===== config.mk =====
export PLATFORM = sky130hd
export DESIGN_NAME = cdd_clock_ctrl
export DESIGN_NICKNAME = d
export VERILOG_FILES = /design/src/rtl/cdd_pkg.sv /design/src/rtl/cdd_cfg_if.sv /design/src/rtl/cdd_clock_ctrl.sv /design/src/rtl/cdd_delay_map.sv /design/src/rtl/cdd_divider.sv
export SDC_FILE = /design/constraint.sdc
export NUM_CORES = 1
export LEC_CHECK = 0
export ABC_AREA = 1
export BUFFER_PORTS_ARGS = -buffer_cell sky130_fd_sc_hd__buf_2
export CAP_MARGIN = 10
export CORE_AREA = 2 2 136 138
export DETAILED_ROUTE_END_ITERATION = 10
export DIE_AREA = 0 0 138 140
export PLACE_DENSITY_LB_ADDON = 0.12
export SLEW_MARGIN = 40
export SYNTH_ARGS = -nofsm -noshare
export SYNTH_HDL_FRONTEND = slang
export SYNTH_SLANG_ARGS = --single-unit
export TNS_END_PERCENT = 5

===== constraint.sdc =====
create_clock -name clk -period 2.32 [get_ports clk]
set_input_delay 0.464 -clock clk [delete_from_list [all_inputs] [get_ports clk]]
set_output_delay 0.464 -clock clk [all_outputs]
set_load 0.05 [all_outputs]

===== src/rtl/cdd_pkg.sv =====
/*
 package for the sample clock divider and delay control block: register
 offsets, field layout, reset values and shared helper functions.
 assumes one clock in which one cycle is half an input clock period.
*/
package cdd_pkg;
    // ****************************************
    // sizes
    // ****************************************
    localparam int NCH = 2;               // channels with own delay state
    typedef logic [15:0] cdd_addr_t;      // register address
    typedef logic [7:0] cdd_byte_t;       // register data
    // ****************************************
    // register offsets
    // ****************************************
    localparam cdd_addr_t ADDR_DIV_RATIO = 16'h0108;
    localparam cdd_addr_t ADDR_HALF_DLY = 16'h0109;
    localparam cdd_addr_t ADDR_DLY_CTRL = 16'h0110;
    localparam cdd_addr_t ADDR_SFINE = 16'h0111;
    localparam cdd_addr_t ADDR_FINE = 16'h0112;
    localparam cdd_addr_t ADDR_DCS_A = 16'h011C;
    localparam cdd_addr_t ADDR_DCS_B = 16'h011E;
    // ****************************************
    // fields and reset values
    // ****************************************
    localparam int RATIO_LSB = 0;         // divider ratio code, 2 bits
    localparam int SYNC_LSB = 4;          // divider state loaded on sysref, 3 bits
    localparam int MODE192_BIT = 2;       // fine delay step option
    localparam int DCS_EN_BIT = 0;        // stabilizer enable
    localparam cdd_byte_t RST_ZERO = 8'h00;
    localparam cdd_byte_t RST_DCS = 8'h01;
    localparam logic [2:0] CTRL_OFF = 3'h0;
    localparam logic [2:0] CTRL_SF_A = 3'h2;
    localparam logic [2:0] CTRL_SF_B = 3'h6;
    // ratio codes
    typedef enum logic [1:0] {
        CDD_DIV1 = 2'h0,
        CDD_DIV2 = 2'h1,
        CDD_DIV4 = 2'h2
    } cdd_ratio_t;
    // ****************************************
    // step counts
    // ****************************************
    localparam cdd_byte_t FINE_MAX_16 = 8'h0F;   // 16 steps
    localparam cdd_byte_t FINE_MAX_192 = 8'hBF;  // 192 steps
    localparam cdd_byte_t SFINE_MAX = 8'h7F;     // 128 steps
    localparam int SFINE_STEP_FS = 250;          // 0.25 ps per super-fine step
    // divider period in half input periods (clk cycles)
    function automatic logic [3:0] periodOf(input logic [1:0] code);
        unique case (code)
            CDD_DIV2: periodOf = 4'h4;
            CDD_DIV4: periodOf = 4'h8;
            default: periodOf = 4'h2;
        endcase
    endfunction
    // saturate a delay code at its last step
    function automatic cdd_byte_t clampTo(input cdd_byte_t v, input cdd_byte_t m);
        clampTo = (v > m) ? m : v;
    endfunction
endpackage


===== src/rtl/cdd_cfg_if.sv =====
/*
 interface between the control top and its divider and delay-map modules.
 assumes all ends share clk.
*/
`timescale 1ns/10ps
interface cdd_cfg_if;
    import cdd_pkg::*;
    logic [1:0] ratioCode;            // divider ratio code
    logic [2:0] syncState;            // state loaded on sysref
    logic [NCH-1:0] halfDelay;        // per-channel half-period delay
    logic sysrefHit;                  // one-cycle sysref event
    logic [2:0] ctrl;                 // delay control field
    cdd_byte_t fineVal [NCH];         // raw fine codes
    cdd_byte_t superVal [NCH];        // raw super-fine codes
    logic [2:0] divCnt;               // divider position
    logic [NCH-1:0] divOut;           // divided clock per channel
    logic [NCH-1:0] sampleEn;         // one pulse per divided period
    cdd_byte_t fineOut [NCH];         // applied fine delay
    cdd_byte_t superOut [NCH];        // applied super-fine delay
    logic fineEn;                     // fine delay active
    logic superEn;                    // super-fine delay active
    logic mode192;                    // 192-step option
    modport ctl (output ratioCode, syncState, halfDelay, sysrefHit, ctrl, fineVal,
        superVal, input divCnt, divOut, sampleEn, fineOut, superOut, fineEn, superEn,
        mode192);
    modport div (input ratioCode, syncState, halfDelay, sysrefHit,
        output divCnt, divOut, sampleEn);
    modport dly (input ctrl, fineVal, superVal,
        output fineOut, superOut, fineEn, superEn, mode192);
endinterface


===== src/rtl/cdd_clock_ctrl.sv =====
/*
 sample clock divider and delay control top: register file, sysref event
 capture, datapath reset request and the divider and delay submodules.
 assumes the register port is driven synchronously to clk by the serial
 configuration front end, and clk ticks once per half input clock period.
*/
//
// Operation
// - divide input clock by 1, 2 or 4
// - valid sysref loads programmable divider state
// - per-channel half-period divider phase delay
// - half-period delay write keeps link intact
// - control field picks fine or fine+super-fine
// - fine delay has 16 or 192 steps
// - super-fine unsigned, 0.25 ps per step
// - eight-bit fine value, per channel, 192 steps
// - eight-bit super-fine value, per channel, 128 steps
// - super-fine only with control 0x2 or 0x6
// - delay settings apply right after the write
// - enabling fine delay resets the datapath
// - delay value rewrites cause no reset
// - stabilizer enabled after reset, host may set
// - divider output has 50% duty cycle
`timescale 1ns/10ps
module cdd_clock_ctrl (
    input wire logic clk,
    input wire logic rst,
    input wire logic sysrefIn,
    input wire logic [cdd_pkg::NCH-1:0] chanSel,
    input wire logic regWrEn,
    input wire logic regRdEn,
    input wire cdd_pkg::cdd_addr_t regAddr,
    input wire cdd_pkg::cdd_byte_t regWrData,
    output cdd_pkg::cdd_byte_t regRdData,
    output logic [cdd_pkg::NCH-1:0] divClkOut,
    output logic [cdd_pkg::NCH-1:0] sampleEn,
    output cdd_pkg::cdd_byte_t fineDelay [cdd_pkg::NCH],
    output cdd_pkg::cdd_byte_t superFineDelay [cdd_pkg::NCH],
    output logic fineEnable,
    output logic superFineEnable,
    output logic fineMode192,
    output logic datapathRst,
    output logic [1:0] dcsEnable
);
    import cdd_pkg::*;

    // ****************************************
    // declarations
    // ****************************************
    cdd_cfg_if cfg ();                // link to divider and delay map
    cdd_byte_t ratio_r;               // divider ratio and sync state
    cdd_byte_t half_r;                // half-period delay enables
    cdd_byte_t ctrl_r;                // delay control
    cdd_byte_t fine_r [NCH];          // fine codes per channel
    cdd_byte_t sfine_r [NCH];         // super-fine codes per channel
    cdd_byte_t dcsA_r;                // stabilizer control a
    cdd_byte_t dcsB_r;                // stabilizer control b
    cdd_byte_t rdData_r;              // read answer
    cdd_byte_t rdData_nxt;            // read mux
    logic sysrefPrev_r;               // captured sysref level
    logic sysrefOld_r;                // level one cycle earlier
    logic dpRst_r;                    // datapath reset pulse
    logic rdCh;                       // channel read back
    logic wrCtrl;                     // write strobes
    logic wrFine;
    logic wrSfine;
    logic wrHalf;
    logic wrRatio;

    // ****************************************
    // write decode
    // ****************************************
    assign wrRatio = regWrEn && (regAddr == ADDR_DIV_RATIO);
    assign wrHalf = regWrEn && (regAddr == ADDR_HALF_DLY);
    assign wrCtrl = regWrEn && (regAddr == ADDR_DLY_CTRL);
    assign wrSfine = regWrEn && (regAddr == ADDR_SFINE);
    assign wrFine = regWrEn && (regAddr == ADDR_FINE);

    // ****************************************
    // shared registers
    // ****************************************
    // divider ratio; the host is expected to set it before the clock runs
    always_ff @(posedge clk) begin
        if (rst) begin
            ratio_r <= RST_ZERO;
        end else if (wrRatio) begin
            ratio_r <= regWrData;
        end
    end

    // half-period delay; only the divider phase moves, no reset is raised
    always_ff @(posedge clk) begin
        if (rst) begin
            half_r <= RST_ZERO;
        end else if (wrHalf) begin
            half_r <= regWrData;
        end
    end

    // delay control field
    always_ff @(posedge clk) begin
        if (rst) begin
            ctrl_r <= RST_ZERO;
        end else if (wrCtrl) begin
            ctrl_r <= regWrData;
        end
    end

    // stabilizer controls; enabled out of reset
    always_ff @(posedge clk) begin
        if (rst) begin
            dcsA_r <= RST_DCS;
            dcsB_r <= RST_DCS;
        end else if (regWrEn) begin
            if (regAddr == ADDR_DCS_A) begin
                dcsA_r <= regWrData;
            end
            if (regAddr == ADDR_DCS_B) begin
                dcsB_r <= regWrData;
            end
        end
    end

    // ****************************************
    // per-channel delay codes
    // ****************************************
    // every selected channel takes the write; rewrites never reset anything
    always_ff @(posedge clk) begin
        if (rst) begin
            for (int ch = 0; ch < NCH; ch++) begin
                fine_r[ch] <= RST_ZERO;
                sfine_r[ch] <= RST_ZERO;
            end
        end else begin
            for (int ch = 0; ch < NCH; ch++) begin
                if (wrFine && chanSel[ch]) begin
                    fine_r[ch] <= regWrData;
                end
                if (wrSfine && chanSel[ch]) begin
                    sfine_r[ch] <= regWrData;
                end
            end
        end
    end

    // ****************************************
    // datapath reset
    // ****************************************
    // only a write that turns fine delay on from off resets the datapath,
    // so retuning an already enabled delay leaves the link alone
    always_ff @(posedge clk) begin
        if (rst) begin
            dpRst_r <= 1'b0;
        end else begin
            dpRst_r <= wrCtrl && (regWrData[2:0] != CTRL_OFF)
                && (ctrl_r[2:0] == CTRL_OFF);
        end
    end

    // ****************************************
    // sysref capture
    // ****************************************
    // a valid event is a rising level; it is applied on the following edge
    always_ff @(posedge clk) begin
        if (rst) begin
            sysrefPrev_r <= 1'b0;
            sysrefOld_r <= 1'b0;
        end else begin
            sysrefPrev_r <= sysrefIn;
            sysrefOld_r <= sysrefPrev_r;
        end
    end

    // ****************************************
    // read back
    // ****************************************
    // lowest selected channel answers; unmapped addresses read zero
    assign rdCh = (NCH > 1) && !chanSel[0] && chanSel[NCH-1];

    always_comb begin
        rdData_nxt = RST_ZERO;
        unique case (regAddr)
            ADDR_DIV_RATIO: rdData_nxt = ratio_r;
            ADDR_HALF_DLY: rdData_nxt = half_r;
            ADDR_DLY_CTRL: rdData_nxt = ctrl_r;
            ADDR_SFINE: rdData_nxt = sfine_r[rdCh];
            ADDR_FINE: rdData_nxt = fine_r[rdCh];
            ADDR_DCS_A: rdData_nxt = dcsA_r;
            ADDR_DCS_B: rdData_nxt = dcsB_r;
            default: rdData_nxt = RST_ZERO;
        endcase
    end

    // answer held until the next read
    always_ff @(posedge clk) begin
        if (rst) begin
            rdData_r <= RST_ZERO;
        end else if (regRdEn) begin
            rdData_r <= rdData_nxt;
        end
    end

    // ****************************************
    // submodules
    // ****************************************
    assign cfg.ratioCode = ratio_r[RATIO_LSB +: 2];
    assign cfg.syncState = ratio_r[SYNC_LSB +: 3];
    assign cfg.halfDelay = half_r[NCH-1:0];
    assign cfg.sysrefHit = sysrefPrev_r && !sysrefOld_r;
    assign cfg.ctrl = ctrl_r[2:0];
    assign cfg.fineVal = fine_r;
    assign cfg.superVal = sfine_r;

    cdd_divider uDiv (
        .clk(clk),
        .rst(rst),
        .cfg(cfg.div)
    );

    cdd_delay_map uDly (
        .clk(clk),
        .rst(rst),
        .cfg(cfg.dly)
    );

    // ****************************************
    // outputs
    // ****************************************
    assign regRdData = rdData_r;
    assign divClkOut = cfg.divOut;
    assign sampleEn = cfg.sampleEn;
    assign fineDelay = cfg.fineOut;
    assign superFineDelay = cfg.superOut;
    assign fineEnable = cfg.fineEn;
    assign superFineEnable = cfg.superEn;
    assign fineMode192 = cfg.mode192;
    assign datapathRst = dpRst_r;
    assign dcsEnable = {dcsB_r[DCS_EN_BIT], dcsA_r[DCS_EN_BIT]};

    logic [3:0] quietCnt;   // cycles since last phase disturbance
    logic [3:0] highCnt;    // length of current high phase, channel 0

    // a ratio, half-delay or sysref change resets the quiet window
    always_ff @(posedge clk) begin
        if (rst || wrRatio || wrHalf || cfg.sysrefHit) begin
            quietCnt <= 4'h0;
        end else if (quietCnt != 4'hF) begin
            quietCnt <= quietCnt + 4'h1;
        end
    end

    always_ff @(posedge clk) begin
        if (rst || !divClkOut[0]) begin
            highCnt <= 4'h0;
        end else if (highCnt != 4'hF) begin
            highCnt <= highCnt + 4'h1;
        end
    end
endmodule


===== src/rtl/cdd_delay_map.sv =====
/*
 maps the delay control field and raw codes onto applied fine and super-fine
 delay codes. assumes codes come straight from the register file.
*/
`timescale 1ns/10ps
module cdd_delay_map (
    input wire logic clk,
    input wire logic rst,
    cdd_cfg_if.dly cfg
);
    import cdd_pkg::*;
    logic sfOn;   // super-fine selected
    logic fnOn;   // fine selected

    assign sfOn = (cfg.ctrl == CTRL_SF_A) || (cfg.ctrl == CTRL_SF_B);
    assign fnOn = (cfg.ctrl != CTRL_OFF);

    // registered so the analog delay line sees clean codes
    always_ff @(posedge clk) begin
        if (rst) begin
            cfg.fineEn <= 1'b0;
            cfg.superEn <= 1'b0;
            cfg.mode192 <= 1'b0;
            for (int ch = 0; ch < NCH; ch++) begin
                cfg.fineOut[ch] <= RST_ZERO;
                cfg.superOut[ch] <= RST_ZERO;
            end
        end else begin
            cfg.fineEn <= fnOn;
            cfg.superEn <= sfOn;
            cfg.mode192 <= cfg.ctrl[MODE192_BIT];
            for (int ch = 0; ch < NCH; ch++) begin
                // out-of-range codes saturate at the last step
                cfg.fineOut[ch] <= !fnOn ? RST_ZERO : clampTo(cfg.fineVal[ch],
                    cfg.ctrl[MODE192_BIT] ? FINE_MAX_192 : FINE_MAX_16);
                cfg.superOut[ch] <= sfOn ? clampTo(cfg.superVal[ch], SFINE_MAX)
                    : RST_ZERO;
            end
        end
    end
endmodule


===== src/rtl/cdd_divider.sv =====
/*
 input clock divider: /1, /2 or /4 with 50% duty, sysref realignment and a
 per-channel half-period delay. assumes clk ticks once per half input period.
*/
`timescale 1ns/10ps
module cdd_divider (
    input wire logic clk,
    input wire logic rst,
    cdd_cfg_if.div cfg
);
    import cdd_pkg::*;
    logic [3:0] period;     // cycles per divided period
    logic baseOut;          // undelayed divided clock
    logic baseEn;           // undelayed period start
    logic [NCH-1:0] outD_r; // one-cycle delayed copies
    logic [NCH-1:0] enD_r;

    assign period = periodOf(cfg.ratioCode);
    // high for exactly the first half of the period, so duty stays 50%
    assign baseOut = ({1'b0, cfg.divCnt} < (period >> 1));
    assign baseEn = (cfg.divCnt == 3'h0);

    // counter: sysref loads the programmed state, ratio left alone
    always_ff @(posedge clk) begin
        if (rst) begin
            cfg.divCnt <= 3'h0;
        end else if (cfg.sysrefHit) begin
            cfg.divCnt <= cfg.syncState & 3'(period - 4'h1);
        end else if ({1'b0, cfg.divCnt} >= period - 4'h1) begin
            cfg.divCnt <= 3'h0;
        end else begin
            cfg.divCnt <= cfg.divCnt + 3'h1;
        end
    end

    // per channel: pick plain or half-period delayed phase
    always_ff @(posedge clk) begin
        if (rst) begin
            outD_r <= '0;
            enD_r <= '0;
            cfg.divOut <= '0;
            cfg.sampleEn <= '0;
        end else begin
            for (int ch = 0; ch < NCH; ch++) begin
                outD_r[ch] <= baseOut;
                enD_r[ch] <= baseEn;
                cfg.divOut[ch] <= cfg.halfDelay[ch] ? outD_r[ch] : baseOut;
                cfg.sampleEn[ch] <= cfg.halfDelay[ch] ? enD_r[ch] : baseEn;
            end
        end
    end
endmodule


==> impl_metrics.yaml <==
synthesis:
  syn_area_per_cell_um2: 7.761
  synth_top_area_share_pct: 46.73
  syn_inst: 701
  syn-cell-area_um2: 5440
  synth_cell_types: 36
  yosys_warnings: 0
  ys_seq_elements: 127
  yosysTopAreaCell: "dfxtp_1"
  seq_area_frac_synth_pct: 46.73
  synth.area.top_cells: "dfxtp_1 (47%), a21oi_1 (8.7%), nand2_1 (8.1%)"
run:
  max_cap_violations: 0
timing:
  grt_setup_unrepaired: "false"
  drv_slew: 0
  worstMarginPinSlew_ns: 0.6773
  slew_headroom_pct: 54.85
  finalSetupViolCount: 0
  hold_ws_ns: 0.2452
  fin_ws_ns: 0.4709
  fin_crit_sh_pct: 79.70
  max_freq_ghz: 0.5408
  tns_ns: 0
  hold_viol_final: 0
  fin_skew_ns: 0.008448
  fin_crit_ns: 1.849
setup_path:
  cp_cell_sequence: "inv_1, ha_1, ha_1, a21o_1, a31oi_1, nand3_1, a21oi_1"
  crit_path_max_fanout: 4
  critPathMostFrequentCell: "ha_1"
  arrival_ns: 2.20
  cp_num_buf_inv: 1
  r2r_start: "ratio_r[0]"
  r2r_cells: 7
  max_stage_delay_ns: 0.35
  critPathKind: "flop to flop"
  crit_required_ns: 2.67
  r2r_setup_slack_ns: 0.47
  crit_slowest_cell: "dfxtp_1"
  crit_path_end_kind: "flop"
  cp_top_family: "adder cells"
  start_kind: "flop"
  r2r_end: "uDiv.cfg.divCnt[2]"
grt:
  overflow: 0
  grt_pass1_vias: 4736
  grt_pass1_wl_um: 25610
  grt_use_total_pct: 16.87
  grt_max_degree: 71
  antenna_found_initial: 0
placement:
  gp_congestion: 0.8236
  io_buffers: 80
  pre_cts_ws_ns: 0.2082
  dpl.hpwl_um: 11380
  placedCellCount: 991
hold_path:
  hold_depth: 3
  hp-class: "primary input to flop"
  holdCritStartpoint: "sysrefIn"
  hold_end: "sysrefPrev_r"
die:
  chipHeight_um: 140
  pin_count: 81
  core-area_um2: 17780
  start_util_pct: 30.60
  dieArea_um2: 19320
  die_w_um: 138
  row_count: 49
clock_network:
  root_buffer: "clkbuf_16"
  cts_tree: "done"
  cts_resized: 0
  clk_path_buf_depth: 2
  postCtsHoldBufs: 0
  cts_setup_buffers: 0
  htreeDepth: 4
  clock_latency_ns: 0.43
  numCtsBuffers: 17
  clk_pin_slew_ns: 0.06
  clock-sinks: 127
cells_and_area:
  syn_to_final_growth_pct: 22.79
  final_layout_size_suffix_gt1_share_pct: 19.14
  mostFrequentLayoutCells: "dfxtp_1 (127), nand2_1 (118), a21oi_1 (95)"
  stdcell_count: 1023
  nets: 827
  mostFrequentLayoutCell: "dfxtp_1"
  diodes: 0
power_and_ir_drop:
  leakagePower_nw: 2.993
  power_density_nw_per_um2: 801.2
  ir_drop_v: 0.0005266
route:
  firstDrtPassIters: 5
  vias: 4882
  vias_per_cell: 4.772
  drtAntennaViolNets: 0
  drc: 0
  wirelength_um: 16120
  wire_per_inst_um: 15.76
  drt-initial-drc-count: 322
status:
  outcome: "finished clean"
area by class of cell:
type | count | area, µm²
Timing Repair Buffer | 93 | 498.0
Tap cell | 229 | 286.5
Fill cell | 1874 | 11100
Clock buffer | 17 | 425.4
Inverter | 60 | 225.2
Multi-Input combinational cell | 482 | 2494
Sequential cell | 127 | 2542
Clock inverter | 15 | 209.0
tightest hold or removal path: stages:
cell and delay [ns]:
buf_2 0.07, inv_1 0.03, nor2_1 0.06
power by group:
part | switching [W] | internal, W
sequential | 0.0000104 | 0.00221
combinational | 0.000199 | 0.0000684
clock | 0.00106 | 0.00181
logic make-up after synthesis:
group	share of synthesized area, %
xor+xnor	0.1610
compound gates	18.12
simple gates	23.83
flops	46.73
fa+ha+maj	3.450
other cells	0.06893
buf+inv	7.636
state kept, by name, summed over array words and instances (netlist names), 2 cells and up:
| signal | flops |
|---|---|
| cfg.fineVal | 16 |
| uDly.cfg.superOut | 16 |
| uDiv.cfg.sampleEn | 2 |
| uDiv.cfg.divCnt | 3 |
| ratio_r | 8 |
| uDiv.cfg.divOut | 2 |
| half_r | 8 |
| ctrl_r | 8 |
| regRdData | 8 |
| uDly.cfg.fineOut | 16 |
| dcsB_r | 8 |
| dcsA_r | 8 |
| cfg.superVal | 16 |
Yosys cell counts (all sizes together):
cell,n
conb,1
xor2,1
buf,19
or3,1
nor3,8
nand2,122
o311ai,1
a21o,1
nor4,1
a211oi,8
o31ai,1
dfxtp,127
o211ai,2
o21a,1
a31oi,1
clkinv,2
o21ai,76
nand3,58
nand4,2
clkbuf,14
ha,15
a21oi,97
inv,58
nor2,84
through the flow:
step / total power (W) / utilization, % / area, µm²
4_1_cts: 0.005418 / 37.57 / 6680
3_5_place_dp: 0.002532 / 34.00 / 6046
5_1_grt: 0.005518 / 37.57 / 6680
6_report: 0.005352 / 37.57 / 6680
3_3_place_gp: 0.002529 / 34.00 / 6046
2_1_floorplan: 0.002429 / - / 5444
how the worst max path moves through the flow:
stage / from / endpoint / slack (ns) / depth (start not counted)
after CTS: ratio_r[0] / uDiv.cfg.divCnt[1] / 0.48 / 7
after global placement: regAddr[15] / regRdData[1] / 0.26 / 11
after floorplan: ctrl_r[2] / uDly.cfg.fineOut[4] / 0.65 / 8
after detailed placement: regAddr[13] / dcsA_r[1] / 0.21 / 9
after global routing: ctrl_r[2] / uDly.cfg.fineOut[7] / 0.33 / 8
final: ratio_r[0] / uDiv.cfg.divCnt[2] / 0.47 / 7
routing by layer:
metal	part of all wire (%)	track usage (%)	wire length (µm)
met1	49	23.28	7874
met2	44	25.72	7088
met3	5.5	3.897	884
met4	1.7	6.391	272
met5	0	0	0
Power figures use the tool's default switching activity.
